[src/logic/atwmc_pkg.sv]
/*
  Shared constants and types for the converter trigger, window and input-select control.
  Assumes one 50 MHz clock domain and an 8-bit special function register port.
*/
`default_nettype none

package atwmc_pkg;

  // Register addresses
  localparam logic [7:0] ADDR_CTRL = 8'hE8;
  localparam logic [7:0] ADDR_CFG = 8'hBC;
  localparam logic [7:0] ADDR_RES_H = 8'hBE;
  localparam logic [7:0] ADDR_RES_L = 8'hBD;
  localparam logic [7:0] ADDR_UL_L = 8'hC3;
  localparam logic [7:0] ADDR_UL_H = 8'hC4;
  localparam logic [7:0] ADDR_LL_L = 8'hC5;
  localparam logic [7:0] ADDR_LL_H = 8'hC6;
  localparam logic [7:0] ADDR_NEG = 8'hBA;
  localparam logic [7:0] ADDR_POS = 8'hBB;

  // Control register bit positions
  localparam int CTRL_EN = 7;
  localparam int CTRL_TM = 6;
  localparam int CTRL_CINT = 5;
  localparam int CTRL_BUSY = 4;
  localparam int CTRL_WINT = 3;
  localparam int CTRL_CM_HI = 2;
  localparam int CTRL_CM_LO = 0;

  // Configuration register fields
  localparam int CFG_DIV_HI = 7;
  localparam int CFG_DIV_LO = 3;
  localparam int CFG_JUST = 2;

  // Reset values
  localparam logic [7:0] CFG_RST = 8'hF8;
  localparam logic [15:0] UL_RST = 16'hFFFF;
  localparam logic [15:0] LL_RST = 16'h0000;
  localparam logic [4:0] MUX_RST = 5'h1F;
  localparam logic [7:0] BYTE_ZERO = 8'h00;

  // Start-of-conversion source codes
  localparam logic [2:0] TRIG_SW = 3'h0;
  localparam logic [2:0] TRIG_T0 = 3'h1;
  localparam logic [2:0] TRIG_T2 = 3'h2;
  localparam logic [2:0] TRIG_T1 = 3'h3;
  localparam logic [2:0] TRIG_PIN = 3'h4;
  localparam logic [2:0] TRIG_T3A = 3'h5;
  localparam logic [2:0] TRIG_T3B = 3'h6;
  localparam logic [2:0] TRIG_T5 = 3'h7;

  // Multiplexer codes
  localparam logic [4:0] NEG_GND = 5'h11;
  localparam logic [4:0] MUX_LAST_VALID = 5'h15;

  // Result layout
  localparam int RES_W = 10;
  localparam int PAD_W = 6;

  // Extra tracking in delayed track mode, in converter clocks
  localparam logic [1:0] TRACK_CLKS = 2'h3;
  localparam logic [1:0] TRACK_LAST = 2'h1;
  localparam logic [4:0] DIV_ZERO = 5'h00;

  typedef enum logic [2:0] {
    ST_IDLE = 3'b001,
    ST_TRACK = 3'b010,
    ST_CONV = 3'b100
  } atwmc_fsm_t;

  typedef struct packed {
    logic t0;
    logic t1;
    logic t2;
    logic t3;
    logic t5;
  } atwmc_timer_ovf_t;

  typedef struct packed {
    logic wr;
    logic rd;
    logic [7:0] addr;
    logic [7:0] wdata;
  } atwmc_sfr_req_t;

  typedef struct packed {
    logic start;
    logic enable;
    logic sar_clk_en;
    logic single_ended;
    logic pos_connected;
    logic neg_connected;
    logic [4:0] pos_sel;
    logic [4:0] neg_sel;
  } atwmc_conv_ctrl_t;

  typedef struct packed {
    atwmc_fsm_t fsm;
    atwmc_conv_ctrl_t conv;
    logic en;
    logic tm;
    logic cint;
    logic busy;
    logic wint;
    logic [2:0] cm;
    logic [7:0] cfg;
    logic [15:0] ul;
    logic [15:0] ll;
    logic [RES_W-1:0] result;
    logic [4:0] div_cnt;
    logic [1:0] track_cnt;
    logic [1:0] pin_sync;
    logic pin_prev;
    logic [7:0] rdata;
  } atwmc_state_t;

endpackage : atwmc_pkg

`default_nettype wire

[src/logic/atwmc_top.sv]
/*
  Control logic around a 10-bit successive-approximation converter: trigger source
  selection, delayed tracking, result justification, window comparison, input select.
  Assumes the analog core takes a one-cycle start and returns a one-cycle done with data,
  both on i_clk; timer overflows are i_clk pulses; the convert-start pin is asynchronous.
*/
`default_nettype none

module atwmc_top (
  input wire logic i_clk,
  input wire logic i_nrst,
  input wire atwmc_pkg::atwmc_sfr_req_t i_sfr,
  input wire atwmc_pkg::atwmc_timer_ovf_t i_timer_ovf,
  input wire logic i_external_convert_start_pin,
  input wire logic i_conv_done,
  input wire logic [atwmc_pkg::RES_W-1:0] i_conv_data,
  output atwmc_pkg::atwmc_conv_ctrl_t o_conv,
  output logic [7:0] o_sfr_rdata,
  output logic o_window_match_flag,
  output logic o_conv_complete_flag
);

  atwmc_pkg::atwmc_state_t state_reg;
  atwmc_pkg::atwmc_state_t state_next;

  // Codes above the last pin code leave the multiplexer input open
  function automatic logic input_connected(input logic [4:0] code);
    input_connected = (code <= atwmc_pkg::MUX_LAST_VALID);
  endfunction : input_connected

  // Places a 10-bit result in a 16-bit word per the justify bit
  function automatic logic [15:0] justify(input logic [atwmc_pkg::RES_W-1:0] res,
                                          input logic left);
    if (left) begin
      justify = {res, {atwmc_pkg::PAD_W{1'b0}}};
    end else begin
      justify = {{atwmc_pkg::PAD_W{1'b0}}, res};
    end
  endfunction : justify

  logic trig_hit;
  logic pin_edge;
  logic start_req;
  logic sw_ctrl_wr;
  logic [15:0] res_word;
  logic [15:0] view_word;
  logic window_hit;
  logic track_delay;

  always_comb begin
    state_next = state_reg;
    state_next.conv.start = 1'b0;

    // Convert-start pin: two-stage synchroniser, then edge from the second stage
    state_next.pin_sync = {state_reg.pin_sync[0], i_external_convert_start_pin};
    state_next.pin_prev = state_reg.pin_sync[1];
    pin_edge = state_reg.pin_sync[1] & ~state_reg.pin_prev;

    // Converter clock enable divider
    if (state_reg.div_cnt == atwmc_pkg::DIV_ZERO) begin
      state_next.div_cnt = state_reg.cfg[atwmc_pkg::CFG_DIV_HI:atwmc_pkg::CFG_DIV_LO];
      state_next.conv.sar_clk_en = 1'b1;
    end else begin
      state_next.div_cnt = state_reg.div_cnt - 5'h01;
      state_next.conv.sar_clk_en = 1'b0;
    end

    sw_ctrl_wr = i_sfr.wr && (i_sfr.addr == atwmc_pkg::ADDR_CTRL);

    case (state_reg.cm)
      atwmc_pkg::TRIG_SW: trig_hit = sw_ctrl_wr && i_sfr.wdata[atwmc_pkg::CTRL_BUSY];
      atwmc_pkg::TRIG_T0: trig_hit = i_timer_ovf.t0;
      atwmc_pkg::TRIG_T2: trig_hit = i_timer_ovf.t2;
      atwmc_pkg::TRIG_T1: trig_hit = i_timer_ovf.t1;
      atwmc_pkg::TRIG_PIN: trig_hit = pin_edge;
      atwmc_pkg::TRIG_T3A: trig_hit = i_timer_ovf.t3;
      atwmc_pkg::TRIG_T3B: trig_hit = i_timer_ovf.t3;
      atwmc_pkg::TRIG_T5: trig_hit = i_timer_ovf.t5;
      default: trig_hit = 1'b0;
    endcase

    // Triggers are dropped while disabled or while a conversion is under way
    start_req = trig_hit && state_reg.en && (state_reg.fsm == atwmc_pkg::ST_IDLE);
    track_delay = state_reg.tm && (state_reg.cm != atwmc_pkg::TRIG_PIN);

    // Window check on the finished word, using the justification in force now
    res_word = justify(i_conv_data, state_reg.cfg[atwmc_pkg::CFG_JUST]);
    if (state_reg.ll > state_reg.ul) begin
      window_hit = (res_word > state_reg.ul) && (res_word < state_reg.ll);
    end else begin
      window_hit = (res_word > state_reg.ul) || (res_word < state_reg.ll);
    end

    // Software writes
    if (i_sfr.wr) begin
      case (i_sfr.addr)
        atwmc_pkg::ADDR_CTRL: begin
          state_next.en = i_sfr.wdata[atwmc_pkg::CTRL_EN];
          state_next.tm = i_sfr.wdata[atwmc_pkg::CTRL_TM];
          state_next.cint = i_sfr.wdata[atwmc_pkg::CTRL_CINT];
          state_next.wint = i_sfr.wdata[atwmc_pkg::CTRL_WINT];
          state_next.cm = i_sfr.wdata[atwmc_pkg::CTRL_CM_HI:atwmc_pkg::CTRL_CM_LO];
        end
        atwmc_pkg::ADDR_CFG: state_next.cfg = i_sfr.wdata;
        atwmc_pkg::ADDR_UL_L: state_next.ul[7:0] = i_sfr.wdata;
        atwmc_pkg::ADDR_UL_H: state_next.ul[15:8] = i_sfr.wdata;
        atwmc_pkg::ADDR_LL_L: state_next.ll[7:0] = i_sfr.wdata;
        atwmc_pkg::ADDR_LL_H: state_next.ll[15:8] = i_sfr.wdata;
        atwmc_pkg::ADDR_POS: state_next.conv.pos_sel = i_sfr.wdata[4:0];
        atwmc_pkg::ADDR_NEG: state_next.conv.neg_sel = i_sfr.wdata[4:0];
        default: begin
        end
      endcase
    end

    // Conversion sequencing; hardware sets below override a same-cycle software clear
    case (state_reg.fsm)
      atwmc_pkg::ST_IDLE: begin
        if (start_req) begin
          state_next.busy = 1'b1;
          if (track_delay) begin
            state_next.track_cnt = atwmc_pkg::TRACK_CLKS;
            state_next.fsm = atwmc_pkg::ST_TRACK;
          end else begin
            state_next.conv.start = 1'b1;
            state_next.fsm = atwmc_pkg::ST_CONV;
          end
        end
      end
      atwmc_pkg::ST_TRACK: begin
        if (state_reg.conv.sar_clk_en) begin
          if (state_reg.track_cnt == atwmc_pkg::TRACK_LAST) begin
            state_next.conv.start = 1'b1;
            state_next.fsm = atwmc_pkg::ST_CONV;
          end else begin
            state_next.track_cnt = state_reg.track_cnt - 2'h1;
          end
        end
      end
      atwmc_pkg::ST_CONV: begin
        if (i_conv_done) begin
          state_next.result = i_conv_data;
          state_next.busy = 1'b0;
          state_next.cint = 1'b1;
          if (window_hit) begin
            state_next.wint = 1'b1;
          end
          state_next.fsm = atwmc_pkg::ST_IDLE;
        end
      end
      default: state_next.fsm = atwmc_pkg::ST_IDLE;
    endcase

    // Converter-side copy of the enable bit and decode of the multiplexer settings
    state_next.conv.enable = state_next.en;
    state_next.conv.single_ended = (state_next.conv.neg_sel == atwmc_pkg::NEG_GND);
    state_next.conv.pos_connected = input_connected(state_next.conv.pos_sel);
    state_next.conv.neg_connected = input_connected(state_next.conv.neg_sel);

    // Read data is registered: valid the cycle after the read strobe
    view_word = justify(state_reg.result, state_reg.cfg[atwmc_pkg::CFG_JUST]);
    if (i_sfr.rd) begin
      case (i_sfr.addr)
        atwmc_pkg::ADDR_CTRL: state_next.rdata = {state_reg.en, state_reg.tm, state_reg.cint,
                                                  state_reg.busy, state_reg.wint,
                                                  state_reg.cm};
        atwmc_pkg::ADDR_CFG: state_next.rdata = state_reg.cfg;
        atwmc_pkg::ADDR_RES_H: state_next.rdata = view_word[15:8];
        atwmc_pkg::ADDR_RES_L: state_next.rdata = view_word[7:0];
        atwmc_pkg::ADDR_UL_L: state_next.rdata = state_reg.ul[7:0];
        atwmc_pkg::ADDR_UL_H: state_next.rdata = state_reg.ul[15:8];
        atwmc_pkg::ADDR_LL_L: state_next.rdata = state_reg.ll[7:0];
        atwmc_pkg::ADDR_LL_H: state_next.rdata = state_reg.ll[15:8];
        atwmc_pkg::ADDR_POS: state_next.rdata = {3'h0, state_reg.conv.pos_sel};
        atwmc_pkg::ADDR_NEG: state_next.rdata = {3'h0, state_reg.conv.neg_sel};
        default: state_next.rdata = atwmc_pkg::BYTE_ZERO;
      endcase
    end
  end

  always_ff @(posedge i_clk or negedge i_nrst) begin
    if (!i_nrst) begin
      state_reg.fsm <= atwmc_pkg::ST_IDLE;
      state_reg.conv.start <= 1'b0;
      state_reg.conv.enable <= 1'b0;
      state_reg.conv.sar_clk_en <= 1'b0;
      state_reg.conv.single_ended <= 1'b0;
      state_reg.conv.pos_connected <= 1'b0;
      state_reg.conv.neg_connected <= 1'b0;
      state_reg.conv.pos_sel <= atwmc_pkg::MUX_RST;
      state_reg.conv.neg_sel <= atwmc_pkg::MUX_RST;
      state_reg.en <= 1'b0;
      state_reg.tm <= 1'b0;
      state_reg.cint <= 1'b0;
      state_reg.busy <= 1'b0;
      state_reg.wint <= 1'b0;
      state_reg.cm <= atwmc_pkg::TRIG_SW;
      state_reg.cfg <= atwmc_pkg::CFG_RST;
      state_reg.ul <= atwmc_pkg::UL_RST;
      state_reg.ll <= atwmc_pkg::LL_RST;
      state_reg.result <= '0;
      state_reg.div_cnt <= atwmc_pkg::DIV_ZERO;
      state_reg.track_cnt <= 2'h0;
      state_reg.pin_sync <= 2'h0;
      state_reg.pin_prev <= 1'b0;
      state_reg.rdata <= atwmc_pkg::BYTE_ZERO;
    end else begin
      state_reg <= state_next;
    end
  end

  assign o_conv = state_reg.conv;
  assign o_sfr_rdata = state_reg.rdata;
  assign o_window_match_flag = state_reg.wint;
  assign o_conv_complete_flag = state_reg.cint;

endmodule : atwmc_top

`default_nettype wire

[config.mk]
export PLATFORM = sky130hd
export DESIGN_NAME = atwmc_top
export DESIGN_NICKNAME = d
export VERILOG_FILES = /design/src/logic/atwmc_pkg.sv /design/src/logic/atwmc_top.sv
export SDC_FILE = /design/constraint.sdc
export NUM_CORES = 1
export LEC_CHECK = 0
export ABC_AREA = 1
export BUFFER_PORTS_ARGS = -buffer_cell sky130_fd_sc_hd__buf_2
export CORE_MARGIN = 4
export CORE_UTILIZATION = 40
export DETAILED_ROUTE_END_ITERATION = 10
export PLACE_DENSITY = 0.64
export SKIP_LAST_GASP = 1
export SLEW_MARGIN = 0
export SYNTH_ARGS = -nofsm -noshare
export SYNTH_HDL_FRONTEND = slang
export SYNTH_SLANG_ARGS = --single-unit
[constraint.sdc]
create_clock -name i_clk -period 6.6 [get_ports i_clk]
set_input_delay 0.33 -clock i_clk [delete_from_list [all_inputs] [get_ports i_clk]]
set_output_delay 0.33 -clock i_clk [all_outputs]
set_load 0.05 [all_outputs]
======== Yosys cells after proc, flatten, opt, wreduce, memory -nomap -nowiden ========
Cells that the tools add are included.
W data, S select, Z words.
operators by class
  add/subtract/negate cells ............... 2
  order comparisons ....................... 5
  equal/unequal tests ..................... 29
  muxes and demuxes ....................... 37
  bitwise logic cells ..................... 2
  reductions and logical operators ........ 22
operators by type and width
  cell                  count
  $eq A8 B8 Y1 const B  10
  $pmux W8 S10          1
  $mux W44              1
  $mux W8               5
  $gt A16 B16 Y1        2
  $mux W16              2
  $lt A16 B16 Y1        1
  $mux W4               4
  $eq A3 B3 Y1 const B  5
  $mux W5               3
  $reduce_and A2 Y1     7
  $mux W13              1
  $mux W3               4
  $ne A2 B2 Y1 const B  6
  $le A5 B5 Y1 const B  2
  $eq A3 B2 Y1 const B  3
  $pmux W3 S3           1
  $mux W2               4
  $mux W1               7
  $pmux W1 S7           1
  $eq A3 B1 Y1 const B  2
  $logic_and A1 B1 Y1   6
  $eq A5 B5 Y1 const B  1
  $logic_not A5 Y1      1
  other kinds (15)      17
storage, ports and cells
  flip-flop bits (word level) ............. 94

======== Depth between registers and ports, before layout ========
  word-level depth ........................ 8
  gate-level depth with buffers ........... 16
  mapped depth without buffers ............ 15

======== Least setup slack after synthesis ========
OpenSTA, ideal clock, no wires.
  kind .................................... register -> register
  from .................................... register state_reg[62] in the netlist's numbering
  to ...................................... register state_reg (netlist bit o_window_match_flag)
  setup time .............................. 0.067 ns
  arrival ................................. 2.235 ns
  data required time ...................... 6.533 ns
  slack ................................... 4.299 ns
  stages on the path, launching flop included .. 15
  buffers on the path ..................... 3
  cell sequence ........................... dfrtp_1 -> clkbuf_1 -> clkbuf_1 -> clkbuf_1 -> nor2_1 -> ha_1 -> a21oi_1 -> nor2_1 -> a211oi_1 -> nand2_1 -> nand2_1 -> nand2_1 -> a21oi_1 -> nand2_1 -> nand2_1
RTL lines
  element             line             RTL
  start: declaration  atwmc_top.sv:23  atwmc_pkg::atwmc_state_t state_reg;

==> impl_metrics.env <==
export IMPL_place_congestion=0.9238
export IMPL_antenna_found_initial=0
export IMPL_synth_distinct_cells=44
export IMPL_grt_most_used_layer="met2"
export IMPL_rows=44
export IMPL_gr_usage_met3_pct=3.848
export IMPL_fin_area_um2=6606
export IMPL_p_leak_nw=3.203
export IMPL_wirelength_um=16110
export IMPL_cts_htree_levels=3
export IMPL_cp_common_cell="nand2_1"
export IMPL_grt_pass1_wl_um=25900
export IMPL_met2_usage_pct=31.83
export IMPL_core_area_um2=14590
export IMPL_synth_top_area_cell="dfrtp_1"
export IMPL_vias=5075
export IMPL_placed_cell_area_um2=6264
export IMPL_grt_setup_unrepaired="false"
export IMPL_crit_chain="inv_1 > nand2_1 > ha_1 > inv_1 > a21oi_1 > o21ai_0 > nand2_1 > nand2_1 > nand2_1 > nand2_1 > nand2_1 > nand2_1 > nand2_1 > nand2_1"
export IMPL_worstPathRequired_ns=6.83
export IMPL_io_buffers=62
export IMPL_cts_resized=0
export IMPL_largest_reg_flops=67
export IMPL_cp_start_kind="flip-flop"
export IMPL_drcViolationCount=0
export IMPL_die_area_um2=16930
export IMPL_drtAntennaViolNets=0
export IMPL_tightest_slew_ns=0.8256
export IMPL_ys_seq_area_share_pct=40.12
export IMPL_ys_warn_count=0
export IMPL_grt_pass1_vias=4870
export IMPL_vias_per_cell=5.090
export IMPL_max_freq_ghz=0.4126
export IMPL_timing_hold_ws_ns=0.08306
export IMPL_finClkSkew_ns=0.01111
export IMPL_synthFlopType="dfrtp_1"
export IMPL_syn_inst=771
export IMPL_setup_viol=0
export IMPL_slew_violations=0
export IMPL_syn_mean_instance_area_um2=7.734
export IMPL_fin_crit_sh_pct=36.73
export IMPL_place_inst=980
export IMPL_dp_hpwl_um=12380
export IMPL_place_ws_ns=4.206
export IMPL_syn_num_nets=855
export IMPL_post_route_util_pct=45.28
export IMPL_cts_sinks=94
export IMPL_final_cell_count_no_fill=997
export IMPL_gr_usage_all_layers_pct=20.00
export IMPL_synth_most_common_cell="nand2_1"
export IMPL_period_needed_ns=2.424
export IMPL_worstPathMaxFanout=29
export IMPL_tns_ns=0
export IMPL_end_kind="flip-flop"
export IMPL_cts_made_buffers=9
export IMPL_ys_top_cells_by_area="dfrtp_1, dfstp_2, nand2_1, ha_1, o21ai_0"
export IMPL_grt_overflow=0
export IMPL_total_power_mw=1.725
export IMPL_cts_max_path_buffers=2
export IMPL_layout_setup_ws_ns=4.176
export IMPL_nets=892
export IMPL_die_w_um=130.1
export IMPL_crit_arrival_ns=2.66
export IMPL_crit_slowest_cell="dfrtp_1"
export IMPL_initial_core_util_pct=40.87
export IMPL_post_cts_buffers=0
export IMPL_fp_dieH_um=130.1
export IMPL_powerDensity_nw_per_um2=261.1
export IMPL_async_flop_share_pct=100.0
export IMPL_clk_latency_ns=0.35
export IMPL_slowest_delay_ns=0.88
export IMPL_netlist_area_leader_share_pct=26.02
export IMPL_path_class="reg -> reg"
export IMPL_synth_edf_count=0
export IMPL_diodes=0
export IMPL_max_slew_margin_pct=44.96
export IMPL_syn2layout_area_growth_pct=10.78
export IMPL_synth_common_cells="nand2_1, inv_1, o21ai_0"
export IMPL_path_clk_slew_ns=0.07
export IMPL_use_met1_pct=27.77
export IMPL_root_buffer="clkbuf_16"
export IMPL_status="completed"
export IMPL_layout_drive_gt1_share_pct=17.71
export IMPL_drtIter0Drc=302
export IMPL_num_io_pins=63
export IMPL_hold_viol_final=0
export IMPL_hold_path_class="in -> reg"
export IMPL_ir_worst_vdd_uv=246.3
export IMPL_grt_max_degree=54
export IMPL_syn_area_um2=5963
export IMPL_routedWlPerCell_um=16.15
export IMPL_ys_ff_latch=94
export IMPL_cts_tree="built"
export IMPL_cap_violations=0
export IMPL_first_pass_iters=5
cell families (layout without fill, tap and decap cells):
| kind of cell | after synthesis | count (layout) | synth area share [%] |
|---|---|---|---|
| AO/OA/AOI/OAI | 155 | 155 | 14.04 |
| flip-flops | 94 | 94 | 40.12 |
| multiplexers | 2 | 2 | 0.3776 |
| buffers and inverters | 150 | 192 | 11.25 |
| AND/OR/NAND/NOR | 321 | 321 | 24.07 |
| adder cells (fa/ha/maj) | 47 | 47 | 9.861 |
| XOR/XNOR | 2 | 2 | 0.2938 |
what timing repair did:
item                                    in CTS  in global routing
endpoints found under the setup margin       0                  0
hold buffers                                 1                  0
endpoints found under the hold margin       19                  0
critical path, delay by kind of cell, from the launching register on:
kind	cells	cell delay (ns)
flip-flops	1	0.88
AND/OR/NAND/NOR	9	0.59
buffers and inverters	2	0.45
AO/OA/AOI/OAI	2	0.22
adder cells (fa/ha/maj)	1	0.16
area by class of cell:
cell class                      instances  area, um2
Fill cell                            1460       7983
Multi-Input combinational cell        527       2900
Sequential cell                        94       2392
Inverter                              112      420.4
Timing Repair Buffer                   64      330.3
Clock buffer                           10      239.0
Tap cell                              184      230.2
Clock inverter                          6      93.84
final timing paths:
| path | to | start | slack, ns | cells past startpoint |
|---|---|---|---|---|
| max in group asynchronous | state_reg[19] | i_nrst | 5.00 | 3 |
| min reg2reg | state_next[8] | state_next[10] | 0.35 | 0 |
| min | state_next[10] | i_external_convert_start_pin | 0.08 | 1 |
| min in group asynchronous | state_reg[62] | i_nrst | 0.53 | 2 |
| max | o_window_match_flag | state_reg[62] | 4.18 | 14 |
| max reg2reg | o_window_match_flag | state_reg[62] | 4.18 | 14 |
layer usage:
layer / wire (um) / vias up
met5: 0 / -
met4: 349 / 0
met3: 866 / 27
met2: 7362 / 150
met1: 7527 / 2344
li1: - / 2554
layout by cell type, fill, tap and decap left out, types with 10 or more instances in the layout:
master / netlist / final
nand2_1: 206 / 206
o22ai_1: 11 / 11
ha_1: 47 / 47
nand3_1: 21 / 21
dfstp_2: 32 / 32
o21ai_0: 85 / 85
nor2_1: 45 / 45
nand4_1: 10 / 10
a21oi_1: 32 / 32
dfrtp_1: 62 / 62
inv_1: 108 / 108
o21ai_1: 12 / 12
buf_2: 5 / 61
power breakdown:
part / switching, mW / internal [mW] / total, mW
sequential: 0.0709 / 0.669 / 0.740
clock: 0.232 / 0.345 / 0.578
combinational: 0.264 / 0.144 / 0.408
Power figures use the tool's default switching activity.
